### config.mk
export PLATFORM = sky130hd
export DESIGN_NAME = mhp_host_port
export DESIGN_NICKNAME = d
export VERILOG_FILES = /design/src/mhp_pkg.sv /design/src/mhp_host_port.sv
export VERILOG_INCLUDE_DIRS = /design/src
export SDC_FILE = /design/constraint.sdc
export NUM_CORES = 2
export LEC_CHECK = 0
export ABC_AREA = 0
export BUFFER_PORTS_ARGS = -buffer_cell sky130_fd_sc_hd__buf_2
export CAP_MARGIN = 10
export CORE_ASPECT_RATIO = 0.75
export CORE_UTILIZATION = 60
export DETAILED_ROUTE_END_ITERATION = 16
export PLACE_DENSITY_LB_ADDON = 0.05
export SYNTH_ARGS = -nofsm -noshare
export SYNTH_HDL_FRONTEND = slang
export SYNTH_SLANG_ARGS = --single-unit
### constraint.sdc
create_clock -name i_clk -period 4.8 [get_ports i_clk]
set_input_delay 0.24 -clock i_clk [delete_from_list [all_inputs] [get_ports i_clk]]
set_output_delay 0.24 -clock i_clk [all_outputs]
set_load 0.05 [all_outputs]
### src/mhp_map.svh
// constants for the muxed 8-bit host port
// Notes on behaviour
// - one 8-bit bidirectional bus carries both register index and register data
// - register select high picks the index register, low picks the data register
// - port select is active low; host holds it low for every access
// - read enable is active low; low asks device to drive register contents
// - write strobe is active low; low with bus data stores selected register
// - device drives bus only while port select and read enable are both low
// - strobe-timed and select-timed access both work; later falling signal starts access
`ifndef MHP_MAP_SVH
`define MHP_MAP_SVH
`define MHP_SEL_INDEX 1'b1
`define MHP_SEL_DATA 1'b0
`define MHP_INDEX_RST 8'h00
`define MHP_DATA_RST 8'h00
`define MHP_SYNC_RST 4'hf
`define MHP_BIT_SEL 2'h3
`define MHP_BIT_RD 2'h2
`define MHP_BIT_WR 2'h1
`define MHP_BIT_IDX 2'h0
`endif

### src/mhp_pkg.sv
// types for the muxed 8-bit host port
package mhp_pkg;
  typedef enum logic [1:0] {MHP_IDLE, MHP_WRITE, MHP_READ} mhp_state_t;
endpackage

### src/mhp_host_port.sv
// muxed 8-bit parallel host port, device side
`timescale 1ns/100ps
`include "mhp_map.svh"
module mhp_host_port
  import mhp_pkg::*;
#(
  parameter int DATA_W = 8,
  parameter int NUM_REGS = 256
) (
  input wire logic i_clk,
  input wire logic i_rst_n,
  input wire logic i_ce,
  input wire logic i_host_port_select_n,
  input wire logic i_host_read_enable_n,
  input wire logic i_host_write_strobe_n,
  input wire logic i_host_reg_select,
  input wire logic [DATA_W-1:0] i_host_shared_bus,
  output logic [DATA_W-1:0] o_host_shared_bus,
  output logic o_host_shared_bus_oe,
  output logic [DATA_W-1:0] o_reg_index,
  output logic o_reg_wr,
  output logic [DATA_W-1:0] o_reg_wdata
);
  localparam int IDX_W = $clog2(NUM_REGS);

  // how an access flows through the port:
  //   the host pins pass two flops before any decision is made, so a write lands
  //   on the third clock edge after the later of select and strobe falls
  //   the bus drive enable is the only path taken straight from the pins, since
  //   the host expects the bus released as soon as select or read enable rises
  //   read data is refreshed every enabled edge, so it trails the pins by three edges
  //   and a host must keep its strobes low for at least four clocks
  //   the index never steps on its own; each data access reuses the last index written

  // the index register must be able to address every host register, with no holes
  if (DATA_W != 8 || NUM_REGS < 2 || NUM_REGS > (1 << DATA_W) ||
      (1 << IDX_W) != NUM_REGS) begin : g_bad_params
    $error("mhp_host_port: DATA_W must be 8, NUM_REGS a power of two within 2..256");
  end

  // two-stage synchronisers; stage one is read only by stage two
  // the bus word needs no gray code: the host holds it steady from three clocks
  // before the strobe, so both stages carry one settled value when it is used
  logic [3:0] sync1;
  logic [3:0] sync2;
  logic [DATA_W-1:0] bus1;
  logic [DATA_W-1:0] bus2;
  always_ff @(posedge i_clk or negedge i_rst_n) begin
    if (!i_rst_n) begin
      sync1 <= `MHP_SYNC_RST;
      sync2 <= `MHP_SYNC_RST;
      bus1 <= '0;
      bus2 <= '0;
    end else if (i_ce) begin
      sync1 <= {i_host_port_select_n, i_host_read_enable_n, i_host_write_strobe_n,
                ~i_host_reg_select};
      sync2 <= sync1;
      bus1 <= i_host_shared_bus;
      bus2 <= bus1;
    end
  end

  logic sel_n_s;
  logic rd_n_s;
  logic wr_n_s;
  logic is_index_s;
  // synchronised copies of the pins, idle after reset so no false access follows it
  assign sel_n_s = sync2[`MHP_BIT_SEL];
  assign rd_n_s = sync2[`MHP_BIT_RD];
  assign wr_n_s = sync2[`MHP_BIT_WR];
  assign is_index_s = ~sync2[`MHP_BIT_IDX];

  // an access is live once both select and strobe are low, whichever fell last
  logic wr_act;
  logic rd_act;
  assign wr_act = !sel_n_s && !wr_n_s;
  assign rd_act = !sel_n_s && !rd_n_s;

  mhp_state_t state;
  mhp_state_t next_state;
  logic [DATA_W-1:0] index;
  logic [DATA_W-1:0] next_index;
  logic [DATA_W-1:0] regs [NUM_REGS];
  logic wr_go;

  // one write per strobe: store happens on entry to the write state
  // a strobe held low for many clocks stays in the write state and stores nothing more
  // when write and read strobes are both low the write wins
  always_comb begin
    next_state = state;
    next_index = index;
    wr_go = 1'b0;
    case (state)
      MHP_IDLE: begin
        if (wr_act) begin
          next_state = MHP_WRITE;
          if (is_index_s == `MHP_SEL_INDEX) begin
            next_index = bus2;
          end else begin
            wr_go = 1'b1;
          end
        end else if (rd_act) begin
          next_state = MHP_READ;
        end
      end
      MHP_WRITE: begin
        if (!wr_act) next_state = MHP_IDLE;
      end
      MHP_READ: begin
        if (!rd_act) next_state = MHP_IDLE;
      end
      default: next_state = MHP_IDLE;
    endcase
  end

  always_ff @(posedge i_clk or negedge i_rst_n) begin
    if (!i_rst_n) begin
      state <= MHP_IDLE;
      index <= `MHP_INDEX_RST;
    end else if (i_ce) begin
      state <= next_state;
      index <= next_index;
    end
  end

  // host register array, one entry per index value
  // written on the same edge that raises the write notice
  for (genvar g = 0; g < NUM_REGS; g++) begin : g_reg
    always_ff @(posedge i_clk or negedge i_rst_n) begin
      if (!i_rst_n) begin
        regs[g] <= `MHP_DATA_RST;
      end else if (i_ce && wr_go && index[IDX_W-1:0] == IDX_W'(g)) begin
        regs[g] <= bus2;
      end
    end
  end

  // write notice and read data, registered; written value stands until the next write
  logic [DATA_W-1:0] next_rdata;
  logic [DATA_W-1:0] next_wdata;
  always_comb begin
    next_rdata = (is_index_s == `MHP_SEL_INDEX) ? index : regs[index[IDX_W-1:0]];
    next_wdata = wr_go ? bus2 : o_reg_wdata;
  end
  always_ff @(posedge i_clk or negedge i_rst_n) begin
    if (!i_rst_n) begin
      o_host_shared_bus <= '0;
      o_reg_wr <= 1'b0;
      o_reg_wdata <= '0;
    end else if (i_ce) begin
      o_host_shared_bus <= next_rdata;
      o_reg_wr <= wr_go;
      o_reg_wdata <= next_wdata;
    end
  end

  // enable is direct from pins so the bus releases without clock delay
  assign o_host_shared_bus_oe = !i_host_port_select_n && !i_host_read_enable_n;
  assign o_reg_index = index;
endmodule

==> reports/results.tsv <==
metric	value	unit
crit_path_top_delay_cell	dfrtp_4	
power_density	426	nW/um^2
start_util	0.604	
grt_pass1_vias	56315	
syn_to_final_growth	10.7	%
clkSlewWorstSetupHoldPaths	0.07	ns
cellLeakagePower	49.7	nW
max_stage_delay	1.00	ns
drt_iter0_drc	5170	
cts_resized	0	
yosysWarnings	0	
dp_worst_setup_slack	0.585	ns
die_x	461	um
slew_violations	0	
drc_errors	0	
cts_sinks	2099	
synth_seq_cells	2099	
cp_data_arrival_time	4.94	ns
dp_hpwl	157000	um
grt_usage	0.326	
grt_max_degree	199	
clock_path_buffers	3	
tightest_slew	1.22	ns
cts_hold_buf	14	
grt_remaining_overflow	0	
clock_latency	0.83	ns
cts_buffers	200	
grt_use_met3	0.0611	
cp-end-kind	register	
drtPass1Iterations	5	
synth.distinct_cells	42	
synth-async-reset-ratio	1.00	
synth-edff-count	0	
startpoint_type	register	
vias_per_cell	6.65	
syn_inst	5865	
cts_htree_levels	4	
path_class	reg2reg	
die_y	347	um
post_cts_buffers	0	
fin_ws	0.583	ns
synth_area_leaders	dfrtp_1, mux2_2, mux4_2, clkbuf_1, a22oi_1	
cts_tree	done	
hold_class	in2async	
timing.final.crit_period	4.22	ns
final_area	105000	um^2
final_util	0.669	
final.setup.tns	0	ns
synth_area	95000	um^2
wl_per_cell	30.8	um
coreArea	157000	um^2
cp_max_fo	30	
cp_cell_sequence	buf_4, mux4_2, a22oi_1, a21oi_1, o41ai_1, a41oi_1, o22a_1	
maxSlewHeadroom	0.184	
required	5.52	ns
max_cap_violations	0	
use_met1	0.504	
skew	0.0248	ns
grt-busiest-layer	met1	
met2_usage	0.469	
drive_gt1_frac	0.565	
grt_pass1_wl	385000	um
die-area	160000	um^2
final_antenna_net_count	0	
setup_viol_count_final	0	
rows	126	
syn-num-nets	5880	
rsz0062_at_grt	false	
drt_wl_total	252000	um
ys_seq_area_frac	0.553	
fin_nets	5919	
synth_area_leader_cell	dfrtp_1	
nFillCells	10999	
max_freq	237	MHz
cts-root-buf	clkbuf_16	
period_share	0.879	
placed_area	98400	um^2
status	completed	
hold_violations	0	
antenna_found_initial	8	
io_pins	41	
avgSynthCellArea	16.2	um^2
port_buffers	40	
synth.top_cell.area_share	0.551	
synth_ff_type	dfrtp_1	
gp_congestion	0.847	
vias	54314	
peakVddDrop	0.632	mV
[cell usage in the layout (no fill, tap or decap), drive strengths merged, types with 5 or more instances in the layout]
cell / synthesis / routed
a21oi: 70 / 70
a22oi: 136 / 136
buf: 153 / 279
bufinv: 0 / 9
clkbuf: 303 / 303
clkinv: 0 / 36
dfrtp: 2091 / 2091
dfstp: 8 / 8
dlygate4sd3: 0 / 14
inv: 7 / 9
mux2: 2083 / 2083
mux2i: 6 / 6
mux4: 581 / 581
nand2: 111 / 111
nand2b: 6 / 6
nand3: 8 / 8
nor2: 222 / 222
nor2b: 5 / 5
nor3: 9 / 9
nor3b: 5 / 5
o21ai: 13 / 13
o22a: 5 / 5
o41ai: 16 / 16
[per-stage QoR]
stage | cells | hold WS, ns | power [mW]
global placement | 7799 | 0.269 | 29.0
global route | 8166 | 0.0417 | 46.2
detailed placement | 7800 | 0.285 | 29.1
finish | 8168 | 0.0112 | 44.7
floorplan | 5865 | -0.0556 | 25.2
CTS | 8166 | 0.0315 | 45.0
[path summary, 6_finish.rpt]
check | start | endpoint | slack, ns | cells past startpoint
max | o_reg_index[0] | o_host_shared_bus[0] | 0.58 | 7
min | i_rst_n | regs[1234] | 0.01 | 2
max reg2reg | o_reg_index[0] | o_host_shared_bus[0] | 0.58 | 7
min reg2reg | regs[972] | regs[972] | 0.50 | 1
max in group asynchronous | i_rst_n | regs[1391] | 3.26 | 3
min in group i_clk | i_ce | state[1] | 0.09 | 3
[cell usage after synthesis (2+ instances only)]
master and count:
a22oi_1 136, nor3b_1 5, buf_1 43, nor3_1 8, nor2_1 100, nor2b_1 5
mux4_2 581, a21oi_1 70, a211oi_1 2, nand2b_1 6, buf_6 14, inv_1 7
and2_1 2, dfstp_2 8, buf_4 19, nor2_2 69, o41ai_1 16, a41oi_1 4
nand2_1 111, nor4_1 3, buf_2 77, dfrtp_1 2091, nor2_4 53, nand3_1 8
mux2i_1 6, o22a_1 5, o21ai_0 13, clkbuf_1 303, or2_2 2, mux2_2 2083
nand4_1 4
[power breakdown]
group / internal (mW) / switching (mW) / leakage [nW]
Combinational: 3.46 / 6.23 / 17.2
Sequential: 18.2 / 0.871 / 29.2
Clock: 9.16 / 6.80 / 3.27
Total: 30.8 / 13.9 / 49.7
[final cells by class]
cell class	instances	area [um^2]	share of cell area
flip-flops and latches	2099	52600	0.500
multi-input cells	3303	40500	0.385
clock buffers	303	6090	0.0579
repair buffers	293	2780	0.0264
well taps	2112	2640	0.0251
clock inverters	49	487	0.00463
inverters	7	26.3	0.000250
diodes	2	5.00	0.0000476
[per-layer routing]
layer / vias to the layer above / part of all wire
met4: 6 / 0.033
li1: 22113 / -
met5: - / 0.00016
met2: 1699 / 0.45
met3: 389 / 0.066
met1: 30107 / 0.45
[registers in the layout (all words and copies together) (netlist names)]
signal / cells
o_host_shared_bus: 8
o_reg_index: 8
o_reg_wr: 1
state: 2
sync2: 4
regs: 2048
sync1: 4
bus1: 8
bus2: 8
o_reg_wdata: 8
[logic make-up after synthesis]
group	Yosys count	share of synthesized area
mux	2670	0.385
flops	2099	0.553
buf+inv	463	0.0212
simple gates	382	0.0224
compound gates	251	0.0180
[critical path, delay by kind of cell (launching register included)]
| kind | cells | cell delay (ns) |
|---|---|---|
| compound gates | 5 | 1.82 |
| flops | 1 | 1.00 |
| buf+inv | 1 | 0.67 |
| mux | 1 | 0.60 |
No activity file was read; power rests on OpenSTA's default activity.
